===== config.mk =====
export PLATFORM = sky130hd
export DESIGN_NAME = sbp_spindle_protect
export DESIGN_NICKNAME = d
export VERILOG_FILES = /design/src/rtl/sbp_pkg.sv /design/src/rtl/sbp_sync.sv /design/src/rtl/sbp_pwm.sv /design/src/rtl/sbp_spindle_protect.sv
export VERILOG_INCLUDE_DIRS = /design/src /design/src/rtl
export SDC_FILE = /design/constraint.sdc
export NUM_CORES = 1
export LEC_CHECK = 0
export ABC_AREA = 1
export BUFFER_PORTS_ARGS = -buffer_cell sky130_fd_sc_hd__buf_2
export CAP_MARGIN = 20
export CORE_AREA = 2 2 155 157
export DETAILED_ROUTE_END_ITERATION = 16
export DIE_AREA = 0 0 157 159
export HOLD_SLACK_MARGIN = 0.12
export SLEW_MARGIN = 30
export SYNTH_ARGS = -nofsm -noshare
export SYNTH_HDL_FRONTEND = slang
export SYNTH_SLANG_ARGS = --single-unit

===== constraint.sdc =====
create_clock -name clk_i -period 13 [get_ports clk_i]
set_input_delay 0.65 -clock clk_i [delete_from_list [all_inputs] [get_ports clk_i]]
set_output_delay 0.65 -clock clk_i [all_outputs]
set_load 0.1 [all_outputs]

===== src/rtl/sbp_consts.svh =====
// Purpose: timing counts, register offsets and field positions
// Assumes: 25 MHz system clock
// Notes: counts are derived from the times they stand for
`ifndef SBP_CONSTS_SVH
`define SBP_CONSTS_SVH

`define SBP_CLK_KHZ 25000
// longest encoder gap before the motor counts as stopped: 0.7 s
`define SBP_SPD_DOWN_MS 700
`define SBP_SPD_DOWN_CYC (`SBP_SPD_DOWN_MS * `SBP_CLK_KHZ)
// longest bleeder on-time before it is inhibited
`define SBP_BLEED_MAX_MS 50
`define SBP_BLEED_MAX_CYC (`SBP_BLEED_MAX_MS * `SBP_CLK_KHZ)
// triangle wave: 22 kHz target, 510 steps of 2 cycles give a 1020-cycle period (about 24.5 kHz)
`define SBP_TRI_KHZ 22
`define SBP_TRI_PERIOD_CYC (`SBP_CLK_KHZ / `SBP_TRI_KHZ)
`define SBP_TRI_STEPS 510
`define SBP_TRI_STEP_CYC (`SBP_TRI_PERIOD_CYC / `SBP_TRI_STEPS)

`define SBP_ADDR_CTRL 4'h0
`define SBP_ADDR_STATUS 4'h4
`define SBP_ADDR_CMD 4'h8
`define SBP_CTRL_RST 16'h40ff
`define SBP_CTRL_CMD_LSB 0
`define SBP_CTRL_LIM_LSB 8

`define SBP_ST_SPD_DOWN 0
`define SBP_ST_REVERSE 1
`define SBP_ST_MOTOR_OFF 2
`define SBP_ST_CL1 3
`define SBP_ST_CL2 4
`define SBP_ST_OV_POS 5
`define SBP_ST_OV_NEG 6
`define SBP_ST_INH_POS 7
`define SBP_ST_INH_NEG 8
`define SBP_ST_RUN 9
`define SBP_ST_WIDTH 10

// synchroniser reset image: run and current-limit inputs idle high
`define SBP_SYNC_RST 9'h01c

`endif


===== src/rtl/sbp_pkg.sv =====
// Purpose: shared types of the spindle brake and protection block
// Assumes: nothing
// Notes: constants live in sbp_consts.svh
package sbp_pkg;
  typedef enum logic [1:0] {
    sbp_tri_up = 2'b01,
    sbp_tri_down = 2'b10
  } sbp_tri_dir_e;

  typedef logic [7:0] sbp_mag_t;
endpackage


===== src/rtl/sbp_sync.sv =====
// Purpose: two-flop synchroniser for asynchronous pins
// Assumes: inputs are slow compared with the clock
// Notes: only the second stage is read outside
`timescale 1ns/1ns
module sbp_sync #(
  parameter int WIDTH = 9,
  parameter logic [WIDTH-1:0] RST_VAL = '0
) (
  input wire logic clk_i,
  input wire logic rst_n_i,
  input wire logic [WIDTH-1:0] d_i,
  output logic [WIDTH-1:0] q_o
);
  logic [WIDTH-1:0] meta_reg;

  for (genvar i = 0; i < WIDTH; i++) begin : g_bit
    always_ff @(posedge clk_i or negedge rst_n_i) begin
      if (!rst_n_i) begin
        meta_reg[i] <= RST_VAL[i];
        q_o[i] <= RST_VAL[i];
      end else begin
        meta_reg[i] <= d_i[i];
        q_o[i] <= meta_reg[i];
      end
    end
  end
endmodule


===== src/rtl/sbp_pwm.sv =====
// Purpose: triangle wave and duty comparator of the current loop
// Assumes: measured current is a sample on the same clock
// Notes: duty grows with the command-minus-measured gap
`timescale 1ns/1ns
`include "sbp_consts.svh"
module sbp_pwm (
  input wire logic clk_i,
  input wire logic rst_n_i,
  input wire sbp_pkg::sbp_mag_t cmd_i,
  input wire sbp_pkg::sbp_mag_t meas_i,
  output logic duty_o
);
  sbp_pkg::sbp_mag_t err;
  sbp_pkg::sbp_mag_t tri_reg;
  sbp_pkg::sbp_tri_dir_e dir_reg;
  logic [3:0] step_cnt_reg;
  logic step_en;

  always_comb begin
    err = (cmd_i > meas_i) ? cmd_i - meas_i : 8'h00;
  end

  assign step_en = step_cnt_reg == 4'(`SBP_TRI_STEP_CYC - 1);

  always_ff @(posedge clk_i or negedge rst_n_i) begin
    if (!rst_n_i) begin
      step_cnt_reg <= 4'h0;
    end else if (step_en) begin
      step_cnt_reg <= 4'h0;
    end else begin
      step_cnt_reg <= step_cnt_reg + 4'h1;
    end
  end

  // up 255 steps, down 255 steps: one period of 1020 clock cycles
  always_ff @(posedge clk_i or negedge rst_n_i) begin
    if (!rst_n_i) begin
      tri_reg <= 8'h00;
      dir_reg <= sbp_pkg::sbp_tri_up;
    end else if (step_en) begin
      unique case (dir_reg)
        sbp_pkg::sbp_tri_up: begin
          if (tri_reg == 8'hff) begin
            dir_reg <= sbp_pkg::sbp_tri_down;
            tri_reg <= 8'hfe;
          end else begin
            tri_reg <= tri_reg + 8'h01;
          end
        end
        sbp_pkg::sbp_tri_down: begin
          if (tri_reg == 8'h00) begin
            dir_reg <= sbp_pkg::sbp_tri_up;
            tri_reg <= 8'h01;
          end else begin
            tri_reg <= tri_reg - 8'h01;
          end
        end
        default: dir_reg <= sbp_pkg::sbp_tri_up;
      endcase
    end
  end

  always_ff @(posedge clk_i or negedge rst_n_i) begin
    if (!rst_n_i) begin
      duty_o <= 1'b0;
    end else begin
      duty_o <= err > tri_reg;
    end
  end
endmodule


===== src/rtl/sbp_spindle_protect.sv =====
// Purpose: spindle motor braking, stop detection and protection
// Assumes: current sample arrives on clk_i; other inputs are pins
// Notes: current-limit latches clear only on the power-on preset
`timescale 1ns/1ns
`include "sbp_consts.svh"
// Notes on behaviour
// - run inactive inverts encoder phases for braking
// - encoder gap over 0.7 s sets speed-down
// - stopped and not running inhibits both phases
// - phase B leading A with run inactive sets reverse flag, inhibits
// - both inhibited shows motor-off; run clears flags
// - current-limit pin latches, disables its phase only
// - current-limit latch lights fault, requests retract
// - current-limit latches clear only on power-on preset
// - overvoltage turns phases off, enables bleeder
// - drive resumes only below lower voltage threshold
// - excessive bleeder on-time inhibits the bleeder
// - braking limits the spindle current command
// - duty-cycle outputs for positive and negative phases
// - one encoder pulse per edge of either sensor
module sbp_spindle_protect #(
  parameter logic [24:0] SPD_DOWN_CYC = 25'(`SBP_SPD_DOWN_CYC),
  parameter logic [20:0] BLEED_MAX_CYC = 21'(`SBP_BLEED_MAX_CYC)
) (
  input wire logic clk_i,
  input wire logic rstn_i,
  input wire logic power_on_preset_n_i,
  input wire logic run_spindle_cmd_n_i,
  input wire logic enc_a_i,
  input wire logic enc_b_i,
  input wire logic phase1_current_limit_n_i,
  input wire logic phase2_current_limit_n_i,
  input wire logic pos_above_upper_i,
  input wire logic pos_below_lower_i,
  input wire logic neg_above_upper_i,
  input wire logic neg_below_lower_i,
  input wire logic [7:0] measured_motor_current_i,
  input wire logic [3:0] addr_i,
  input wire logic [31:0] wdata_i,
  input wire logic wr_i,
  input wire logic rd_i,
  output logic [31:0] rdata_o,
  output logic sw_ph1_pos_o,
  output logic sw_ph1_neg_o,
  output logic sw_ph2_pos_o,
  output logic sw_ph2_neg_o,
  output logic pwm_pos_n_o,
  output logic pwm_neg_n_o,
  output logic enc_pulse_o,
  output logic speed_down_n_o,
  output logic motor_off_o,
  output logic spindle_fault_indicator_o,
  output logic interlock_fault_o,
  output logic positive_supply_overvolt_o,
  output logic negative_supply_overvolt_o,
  output logic bleed_pos_o,
  output logic bleed_neg_o,
  output logic [7:0] spindle_current_command_o
);
  logic rst_meta, rst_n, por_meta, por_n;
  logic [8:0] raw, syn;
  logic enc_a_s, enc_b_s, run_act;
  logic [1:0] cl_n_s, ov_hi, ov_lo;
  logic enc_a_d, enc_b_d, run_d;
  logic enc_edge, run_rise, enc_pulse, rev_step, both_inh, duty;
  logic [1:0] phase_reg, cl_reg, ov_reg, inh_reg, bleed_reg, en;
  logic [1:0] sw_pos_reg, sw_neg_reg;
  logic [20:0] bleed_cnt [2];
  logic [24:0] spd_cnt;
  logic spd_n_reg, rev_reg, motor_off_reg, enc_pulse_reg;
  logic fault_reg, ilk_reg, pwm_pos_n_reg, pwm_neg_n_reg;
  logic [15:0] ctrl_reg;
  sbp_pkg::sbp_mag_t scc_reg;
  logic [`SBP_ST_WIDTH-1:0] status;

  // reset release through two flops for both reset sources
  always_ff @(posedge clk_i or negedge rstn_i) begin
    if (!rstn_i) begin
      rst_meta <= 1'b0;
      rst_n <= 1'b0;
    end else begin
      rst_meta <= 1'b1;
      rst_n <= rst_meta;
    end
  end

  always_ff @(posedge clk_i or negedge power_on_preset_n_i) begin
    if (!power_on_preset_n_i) begin
      por_meta <= 1'b0;
      por_n <= 1'b0;
    end else begin
      por_meta <= 1'b1;
      por_n <= por_meta;
    end
  end

  assign raw = {neg_below_lower_i, neg_above_upper_i, pos_below_lower_i,
                pos_above_upper_i, phase2_current_limit_n_i,
                phase1_current_limit_n_i, run_spindle_cmd_n_i,
                enc_b_i, enc_a_i};

  sbp_sync #(.WIDTH(9), .RST_VAL(`SBP_SYNC_RST)) u_sync (
    .clk_i(clk_i),
    .rst_n_i(rst_n),
    .d_i(raw),
    .q_o(syn)
  );

  assign enc_a_s = syn[0];
  assign enc_b_s = syn[1];
  assign run_act = ~syn[2];
  assign cl_n_s = syn[4:3];
  assign ov_hi = {syn[7], syn[5]};
  assign ov_lo = {syn[8], syn[6]};

  always_ff @(posedge clk_i or negedge rst_n) begin
    if (!rst_n) begin
      enc_a_d <= 1'b0;
      enc_b_d <= 1'b0;
      run_d <= 1'b0;
    end else begin
      enc_a_d <= enc_a_s;
      enc_b_d <= enc_b_s;
      run_d <= run_act;
    end
  end

  assign enc_edge = (enc_a_s ^ enc_a_d) | (enc_b_s ^ enc_b_d);
  assign run_rise = run_act & ~run_d;
  // a new run command also loads the initial phasing
  assign enc_pulse = enc_edge | run_rise;
  // reverse step: new A equals old B, new B equals old A inverted
  assign rev_step = enc_edge & (enc_a_s == enc_b_d) & (enc_b_s == ~enc_a_d);

  always_ff @(posedge clk_i or negedge rst_n) begin
    if (!rst_n) begin
      phase_reg <= 2'b00;
    end else if (enc_pulse) begin
      phase_reg <= {enc_b_s, enc_a_s} ^ {2{~run_act}};
    end
  end

  // stop interval in clock ticks, saturating at the limit
  always_ff @(posedge clk_i or negedge rst_n) begin
    if (!rst_n) begin
      spd_cnt <= 25'h0;
    end else if (enc_pulse) begin
      spd_cnt <= 25'h0;
    end else if (spd_cnt != SPD_DOWN_CYC) begin
      spd_cnt <= spd_cnt + 25'h1;
    end
  end

  always_ff @(posedge clk_i or negedge rst_n) begin
    if (!rst_n) begin
      spd_n_reg <= 1'b1;
    end else if (spd_cnt == SPD_DOWN_CYC && !enc_pulse) begin
      // a pulse restarts the interval, so a new run can clear it
      spd_n_reg <= 1'b0;
    end else if (run_rise) begin
      spd_n_reg <= 1'b1;
    end
  end

  always_ff @(posedge clk_i or negedge rst_n) begin
    if (!rst_n) begin
      rev_reg <= 1'b0;
    end else if (rev_step && !run_act) begin
      rev_reg <= 1'b1;
    end else if (run_rise) begin
      rev_reg <= 1'b0;
    end
  end

  assign both_inh = (~run_act & ~spd_n_reg) | rev_reg;

  always_ff @(posedge clk_i or negedge rst_n) begin
    if (!rst_n) begin
      motor_off_reg <= 1'b0;
      enc_pulse_reg <= 1'b0;
    end else begin
      motor_off_reg <= both_inh;
      enc_pulse_reg <= enc_pulse;
    end
  end

  for (genvar k = 0; k < 2; k++) begin : g_chan
    // only the power-on preset clears a current-limit latch
    always_ff @(posedge clk_i or negedge por_n) begin
      if (!por_n) begin
        cl_reg[k] <= 1'b0;
      end else if (!cl_n_s[k]) begin
        cl_reg[k] <= 1'b1;
      end
    end

    always_ff @(posedge clk_i or negedge rst_n) begin
      if (!rst_n) begin
        ov_reg[k] <= 1'b0;
      end else if (ov_hi[k]) begin
        ov_reg[k] <= 1'b1;
      end else if (ov_lo[k]) begin
        ov_reg[k] <= 1'b0;
      end
    end

    always_ff @(posedge clk_i or negedge rst_n) begin
      if (!rst_n) begin
        bleed_cnt[k] <= 21'h0;
      end else if (!ov_reg[k]) begin
        bleed_cnt[k] <= 21'h0;
      end else if (!inh_reg[k] && bleed_cnt[k] != BLEED_MAX_CYC) begin
        bleed_cnt[k] <= bleed_cnt[k] + 21'h1;
      end
    end

    always_ff @(posedge clk_i or negedge rst_n) begin
      if (!rst_n) begin
        inh_reg[k] <= 1'b0;
      end else if (bleed_cnt[k] == BLEED_MAX_CYC) begin
        inh_reg[k] <= 1'b1;
      end else if (run_rise) begin
        inh_reg[k] <= 1'b0;
      end
    end

    assign en[k] = ~cl_reg[k] & ~both_inh & ~(|ov_reg);

    always_ff @(posedge clk_i or negedge rst_n) begin
      if (!rst_n) begin
        bleed_reg[k] <= 1'b0;
        sw_pos_reg[k] <= 1'b0;
        sw_neg_reg[k] <= 1'b0;
      end else begin
        bleed_reg[k] <= ov_reg[k] & ~inh_reg[k];
        sw_pos_reg[k] <= en[k] & phase_reg[k] & duty;
        sw_neg_reg[k] <= en[k] & ~phase_reg[k] & duty;
      end
    end
  end

  always_ff @(posedge clk_i or negedge rst_n) begin
    if (!rst_n) begin
      fault_reg <= 1'b0;
      ilk_reg <= 1'b0;
      pwm_pos_n_reg <= 1'b1;
      pwm_neg_n_reg <= 1'b1;
    end else begin
      fault_reg <= |cl_reg;
      ilk_reg <= |cl_reg;
      pwm_pos_n_reg <= ~(duty & |(en & phase_reg));
      pwm_neg_n_reg <= ~(duty & |(en & ~phase_reg));
    end
  end

  // braking caps the command at the programmed limit
  always_ff @(posedge clk_i or negedge rst_n) begin
    if (!rst_n) begin
      scc_reg <= 8'h00;
    end else if (!run_act && ctrl_reg[15:8] < ctrl_reg[7:0]) begin
      scc_reg <= ctrl_reg[15:8];
    end else begin
      scc_reg <= ctrl_reg[7:0];
    end
  end

  sbp_pwm u_pwm (
    .clk_i(clk_i),
    .rst_n_i(rst_n),
    .cmd_i(scc_reg),
    .meas_i(measured_motor_current_i),
    .duty_o(duty)
  );

  always_ff @(posedge clk_i or negedge rst_n) begin
    if (!rst_n) begin
      ctrl_reg <= `SBP_CTRL_RST;
    end else if (wr_i && addr_i == `SBP_ADDR_CTRL) begin
      ctrl_reg <= wdata_i[15:0];
    end
  end

  always_comb begin
    status = '0;
    status[`SBP_ST_SPD_DOWN] = ~spd_n_reg;
    status[`SBP_ST_REVERSE] = rev_reg;
    status[`SBP_ST_MOTOR_OFF] = motor_off_reg;
    status[`SBP_ST_CL1] = cl_reg[0];
    status[`SBP_ST_CL2] = cl_reg[1];
    status[`SBP_ST_OV_POS] = ov_reg[0];
    status[`SBP_ST_OV_NEG] = ov_reg[1];
    status[`SBP_ST_INH_POS] = inh_reg[0];
    status[`SBP_ST_INH_NEG] = inh_reg[1];
    status[`SBP_ST_RUN] = run_act;
  end

  always_ff @(posedge clk_i or negedge rst_n) begin
    if (!rst_n) begin
      rdata_o <= 32'h0;
    end else if (rd_i) begin
      unique case (addr_i)
        `SBP_ADDR_CTRL: rdata_o <= {16'h0, ctrl_reg};
        `SBP_ADDR_STATUS: rdata_o <= {22'h0, status};
        `SBP_ADDR_CMD: rdata_o <= {24'h0, scc_reg};
        default: rdata_o <= 32'h0;
      endcase
    end else begin
      rdata_o <= 32'h0;
    end
  end

  assign sw_ph1_pos_o = sw_pos_reg[0];
  assign sw_ph1_neg_o = sw_neg_reg[0];
  assign sw_ph2_pos_o = sw_pos_reg[1];
  assign sw_ph2_neg_o = sw_neg_reg[1];
  assign pwm_pos_n_o = pwm_pos_n_reg;
  assign pwm_neg_n_o = pwm_neg_n_reg;
  assign enc_pulse_o = enc_pulse_reg;
  assign speed_down_n_o = spd_n_reg;
  assign motor_off_o = motor_off_reg;
  assign spindle_fault_indicator_o = fault_reg;
  assign interlock_fault_o = ilk_reg;
  assign positive_supply_overvolt_o = ov_reg[0];
  assign negative_supply_overvolt_o = ov_reg[1];
  assign bleed_pos_o = bleed_reg[0];
  assign bleed_neg_o = bleed_reg[1];
  assign spindle_current_command_o = scc_reg;
endmodule


## Yosys cells after proc, flatten, opt, wreduce, memory -nomap -nowiden

Index checks and enable logic that the tools add are counted.

| storage, ports and cells | value |
|---|---|
| register bits | 168 |
| input bits | 58 |
| output and inout bits | 55 |

| operators by class | value |
|---|---|
| add/subtract/negate cells | 7 |
| magnitude comparators | 3 |
| eq/ne operators | 18 |
| multiplexer cells | 27 |
| bitwise logic cells | 43 |
| reduce and logical (&&, ||, !) cells | 25 |

Operators with widths:

| cell | count |
|---|---|
| 21-bit 2-to-1 mux | 4 |
| 25-bit 2-to-1 mux | 2 |
| 16-bit case mux with 3 select lines | 1 |
| 21-bit by 1-bit adder with 21-bit output (second input constant) | 2 |
| 21-bit == test (second input constant) | 2 |
| 21-bit != test (second input constant) | 2 |
| 8-bit 2-to-1 mux | 4 |
| 25-bit by 1-bit adder with 25-bit output (second input constant) | 1 |
| 25-bit == test (second input constant) | 1 |
| 25-bit != test (second input constant) | 1 |
| 1-bit bitwise AND | 20 |
| 8-bit greater-than comparator | 2 |
| 16-bit 2-to-1 mux | 1 |
| 8-bit case mux with 2 select lines | 1 |
| 2-bit nonzero test | 8 |
| 1-bit NOT | 14 |
| 1-bit 2-to-1 mux | 10 |
| 8-bit by 1-bit adder with 8-bit output (second input constant) | 1 |
| 8-bit == test (second input constant) | 1 |
| 8-bit logical NOT | 1 |
| 8-bit < comparator | 1 |
| 2-bit by 1-bit != test with 1-bit output (second input constant) | 4 |
| 2-bit OR reduction | 4 |
| 8-bit by 1-bit subtractor with 8-bit output (second input constant) | 1 |
| 21 further kinds | 34 |

## Logic depth before layout (Yosys ltp)

| logic depth | value |
|---|---|
| depth in word-level cells | 10 |
| gate-level depth with buffers | 14 |

## Cells and area by module

From an unflattened synthesis, not the netlist that was laid out.

| unflattened totals | value |
|---|---|
| cells, all modules | 1235 |
| area total of the unflattened synthesis | 9481.6 µm² |

Modules (own cells, without submodules):

| module | times used | cells each | area each (µm²) | seq. area each (µm²) |
|---|---|---|---|---|
| sbp_spindle_protect | 1 | 955 | 7299.5 | 3393.3 |
| sbp_pwm | 1 | 262 | 1724.2 | 376.6 |
| sbp_sync | 1 | 18 | 457.9 | 457.9 |

## Least setup slack after synthesis

OpenSTA, ideal clock, no wires.

| path | value |
|---|---|
| kind | reg2reg |
| from | register scc_reg[0] (netlist: spindle_current_command_o[0]) |
| to | register u_pwm.duty_o |
| data arrival time | 2.999 ns |
| data required time | 12.923 ns |
| slack | 9.924 ns |
| stages on the path, launching flop included | 15 |
| path buffers | 0 |
| period minus slack after synthesis | 3.076 ns |
| cells stage by stage | dfrtp_1 inv_1 ha_1 fa_1 o21ai_1 nand2_1 nand3_1 nand2_1 or2_2 ha_1 inv_1 a21oi_1 o21ai_0 nand2_1 a21oi_1 |

| on the way | value |
|---|---|
| cells in the longest elaborated chain, start to end | 3 |
| elaborated cells between the ends (all ways) | 4 |
| classes of those cells | 1 x add/sub; 2 x order compare; 1 x mux |

Ends and longest elaborated chain:

| element | RTL line | source |
|---|---|---|
| start: declaration | sbp_spindle_protect.sv:73 | `sbp_pkg::sbp_mag_t scc_reg;` |
| start signal: assignment | sbp_spindle_protect.sv:261 | `scc_reg <= ctrl_reg[15:8];` |
| start signal: assignment | sbp_spindle_protect.sv:263 | `scc_reg <= ctrl_reg[7:0];` |
| 8-bit subtractor / 8-bit greater-than comparator (equally long branches) | sbp_pwm.sv:20 | `err = (cmd_i > meas_i) ? cmd_i - meas_i : 8'h00;` |
| 8-bit 2-to-1 mux (*) | sbp_pwm.sv:20 |  |
| 8-bit greater-than comparator (*) | sbp_pwm.sv:67 | `duty_o <= err > tri_reg;` |
| end signal: assignment | sbp_pwm.sv:67 |  |
| end: declaration | sbp_pwm.sv:11 | `output logic duty_o` |

Mark *: on every way between the ends. The rest lies on a longest branch, timed or not.
A chain may end at the register's enable or synchronous reset.

## Worst setup path in the final report

Same ends and word-level chain as after synthesis.

==> flow_results.org <==
** Cells and area
- The filler cells instantiated in the layout total 2,308.
- Inserted Diodes :: 0
- After routing the design area is 10,500 sq um.
- Count of placed standard cells in the final layout, fillers left out :: 1,612
- The largest registers in the layout are bleed_cnt: 42 flops, spd_cnt: 25 flops.
- More flip-flops sit in one register than any other, and that register is bleed_cnt.
- Cells fill 45.2% of the core in the end.
- For this run, the post-layout net count is 1,372.
- Top library cells by usage in the layout, fill and taps aside :: 343 x sky130_fd_sc_hd__nand2_1, 166 x sky130_fd_sc_hd__nor2_1, 148 x sky130_fd_sc_hd__dfrtp_1
- Leading cell type in the layout, fill and taps excluded :: sky130_fd_sc_hd__nand2_1
- Fraction of final layout cells with drive strength greater than 1 :: 11.9%
- Number of flip-flops under the largest register name :: 42
- The area growth from synthesis to layout is 13.8%.

** Logic synthesis
- Synthesis produced a netlist whose cell count is 1,195.
- Count of yosys warnings during synthesis :: 0
- Total of flip-flops plus latches after synthesis :: 168
- In this run the mean area of a mapped cell was 7.70 sq um.
- Post-synth design cell area :: 9200 sq um
- Sequential element share of the synthesized area :: 45.9%
- The number of different library cells used by synthesis comes to 43.

** Min path
- Path type of the worst min-delay path :: reg -> async

** STA
- After layout, the worst path uses 20.2% of the clock period.
- The clock period could shrink to 2630 ps.
- Timing would allow up to 380 MHz.
- Tightest Pin Transition :: 823 ps
- Across all hold checks on the routed design, the worst slack comes to 261 ps.
- Final-report max-slew violation count :: 0
- Setup repair after global routing left no endpoint under its margin.
- On the final layout, the worst clock skew is 9.50 ps.
- Final count of hold timing violations :: 0
- For the final routed database, the setup TNS stands at 0 ps.
- Finish-stage setup viols :: 0
- The worst pin sits at a relative slew slack of 44.8%.
- Final Worst Setup Slack :: 10,370 ps

** Drt
- Total routed wirelength :: 21.6 mm
- For this run, the detailed router's first-pass iteration total came to 6.
- In this run the remaining antenna-violating nets after routing total 0.
- Using the TritonRoute via totals, the vias-per-cell ratio works out to 4.86.
- Violation count after the first detailed-route iteration :: 489
- Dividing the detail-routed wire length by the instance count gives 13.4 microns.
- Summing over every cut layer, the via total after detailed routing is 7,828.
- Residual DRC count :: 0

** Power and ir drop
- The clock network burns 34.2% of the power.
- Ratio of total power to cell area :: 141 nW/um^2
- IR analysis of the VDD net gives a maximum drop of 100 uV.
- Sequential cells account for 40.9% of the total power.
- Combinational logic burns 25.0% of the power.
- The internal portion of the total power is 0.938 mW.
- Leak Pwr :: 5.26 nW
- Net switching is 36.3% of the power.
- Summed over all nets, the switching power comes to 0.534 mW.
- Overall power consumption after layout is estimated at 1.47 mW.

** Critical path
- Type of element capturing the critical path :: flip-flop
- The number of buffers and inverters on the critical path is 1.
- Top cell family by delay on the critical path :: adder cells
- The slowest stage of the critical path belongs to the cell sky130_fd_sc_hd__fa_1.
- STA puts the critical path data arrival time at 2930 ps.
- Kind of start point of the critical path :: flip-flop
- Data on the critical path is required at its endpoint by 13,300 ps.
- Cell breakdown of the critical path :: inv_1, ha_1, fa_1, o21ai_1, nand2_1, nand3_1, nand2_1, nor2_1, ha_1, a21oi_1, nor2_1, a211oi_1, a21oi_1
- By startpoint and endpoint, the worst setup path is classified as reg -> reg.
- Largest stage delay, worst path :: 410 ps
- In this run the worst path has a maximum fanout of 8.

** Clock network
- The H-tree was split into 4 levels.
- TritonCTS clock tree :: yes
- After clock tree synthesis, the clock-pin slew on the worst setup and hold paths is 70 ps.
- The clock passes through at most 2 buffers.
- CTS Buf Count :: 17
- The tree is rooted in a sky130_fd_sc_hd__clkbuf_16.
- Later-pin clock latency in the skew report :: 440 ps
- After clock tree synthesis, the repair step resized 0 gates.
- The clock drives 168 sinks.
- Post-CTS timing repair inserted 0 buffers for setup.

** Global routing
- Total gr overflow :: 0
- Via count of the first global-routing pass :: 7,459
- Initial antenna violation count :: 0
- Global-route wire length before repair :: 36.4 mm
- Entering global routing, the biggest net connects 77 pins.
- Gr usage total :: 18.2%

** Status
- Outcome :: complete, no violations

** Placed design
- At the end of routability-driven placement, the weighted congestion stood at 0.929.
- Detail Placement HPWL :: 15.9 mm
- Buffers on Ports :: 80
- Total instance count after detailed placement :: 1,577
- Timing analysis after detailed placement gives a worst setup slack of 10,010 ps.
- Placed Instance Area :: 9860 sq um

** Die
- For this configuration, the core starts out at a cell density of 39.7%.
- Die extent in y :: 159 microns
- Die area :: 25,000 sq um
- In this run the core area contains 56 standard-cell rows.
- Boundary Pins :: 113
- Area inside the core boundary :: 23,200 sq um
- Die width :: 157 microns

** Job
- Max-cap violations in this run came to 0.
[routing by layer]
metal / vias to the layer above / part of all wire [%] / global-route usage, %
li1: 3965 / - / -
met1: 3691 / 49 / 25.6
met2: 145 / 45 / 28.4
met3: 27 / 4.6 / 3.73
met4: 0 / 1.4 / 5.00
met5: - / 0 / 0
[repair_timing]
action                                 4_1_cts  5_1_grt
setup endpoints to repair                    0        0
endpoints found under the hold margin        6        0
hold buffers                                 3        0
[cells in the mapped netlist (all sizes together)]
library cell	n	area, sq um
o21a	2	15.0
o32ai	1	8.76
o21ai	46	230
o211a	1	10.0
o22ai	3	18.8
nand4	37	238
ha	33	413
a31oi	1	6.26
nand2	344	1290
xnor2	5	43.8
fa	1	20.0
buf	33	219
nand3	83	425
mux2	2	22.5
nor2	175	708
xor2	33	289
a21oi	45	225
clkinv	1	3.75
inv	138	518
a22oi	1	7.51
nand3b	6	45.0
o21bai	3	22.5
o211ai	1	7.51
a211oi	1	7.51
conb	2	7.51
clkbuf	3	11.3
a21o	1	7.51
dfrtp	149	3730
dfstp	19	499
o221ai	5	43.8
or2	2	12.5
nor3	18	95.1
[layout make-up]
type | instances | area, sq um | area share, %
multi-input combinational | 868 | 4280 | 40.9
timing repair buffer | 86 | 457 | 4.36
tap | 319 | 399 | 3.81
inverter | 139 | 522 | 4.98
clock buffer | 19 | 443 | 4.23
sequential | 168 | 4230 | 40.4
clock inverter | 13 | 139 | 1.33
[path summary, 6_finish.rpt]
kind	depth (start not counted)	startpoint	end	slack, ps
max	13	spindle_current_command_o[0]	u_pwm.duty_o	10370
min	0	rst_n	u_sync.meta_reg[5]	260
max reg2reg	13	spindle_current_command_o[0]	u_pwm.duty_o	10370
min reg2reg	0	rst_n	u_sync.meta_reg[5]	260
max in group asynchronous	1	rst_n	bleed_cnt[14]	11660
min in group clk_i	1	run_spindle_cmd_n_i	u_sync.meta_reg[2]	310
[worst register-to-register path: stages, from the launching register on]
cell	delay [ps]
sky130_fd_sc_hd__dfrtp_1	350
sky130_fd_sc_hd__inv_1	60
sky130_fd_sc_hd__ha_1	190
sky130_fd_sc_hd__fa_1	410
sky130_fd_sc_hd__o21ai_1	260
sky130_fd_sc_hd__nand2_1	80
sky130_fd_sc_hd__nand3_1	70
sky130_fd_sc_hd__nand2_1	150
sky130_fd_sc_hd__nor2_1	160
sky130_fd_sc_hd__ha_1	260
sky130_fd_sc_hd__a21oi_1	130
sky130_fd_sc_hd__nor2_1	50
sky130_fd_sc_hd__a211oi_1	230
sky130_fd_sc_hd__a21oi_1	110
[cell families (layout without fill, tap and decap cells)]
logic type               after synthesis  after routing  share of synthesized area, %
buffers and inverters                175            257                          8.17
adder cells (fa/ha/maj)               34             34                          4.70
multiplexers                           2              2                         0.245
AND/OR/NAND/NOR                      665            665                          30.6
XOR/XNOR                              38             38                          3.62
other                                  2             18                        0.0816
AO/OA/AOI/OAI                        111            111                          6.64
flip-flops                           168            168                          45.9
[power groups by stage]
| stage | registers, mW | logic [mW] | clock network, mW |
|---|---|---|---|
| 2_1_floorplan | 0.701 | 0.200 | 0 |
| 3_3_place_gp | 0.612 | 0.359 | 0 |
| 3_5_place_dp | 0.612 | 0.366 | 0 |
| 4_1_cts | 0.602 | 0.370 | 0.517 |
| 5_1_grt | 0.607 | 0.409 | 0.539 |
| 6_report | 0.602 | 0.368 | 0.503 |
No activity file was read; power rests on OpenSTA's default activity.
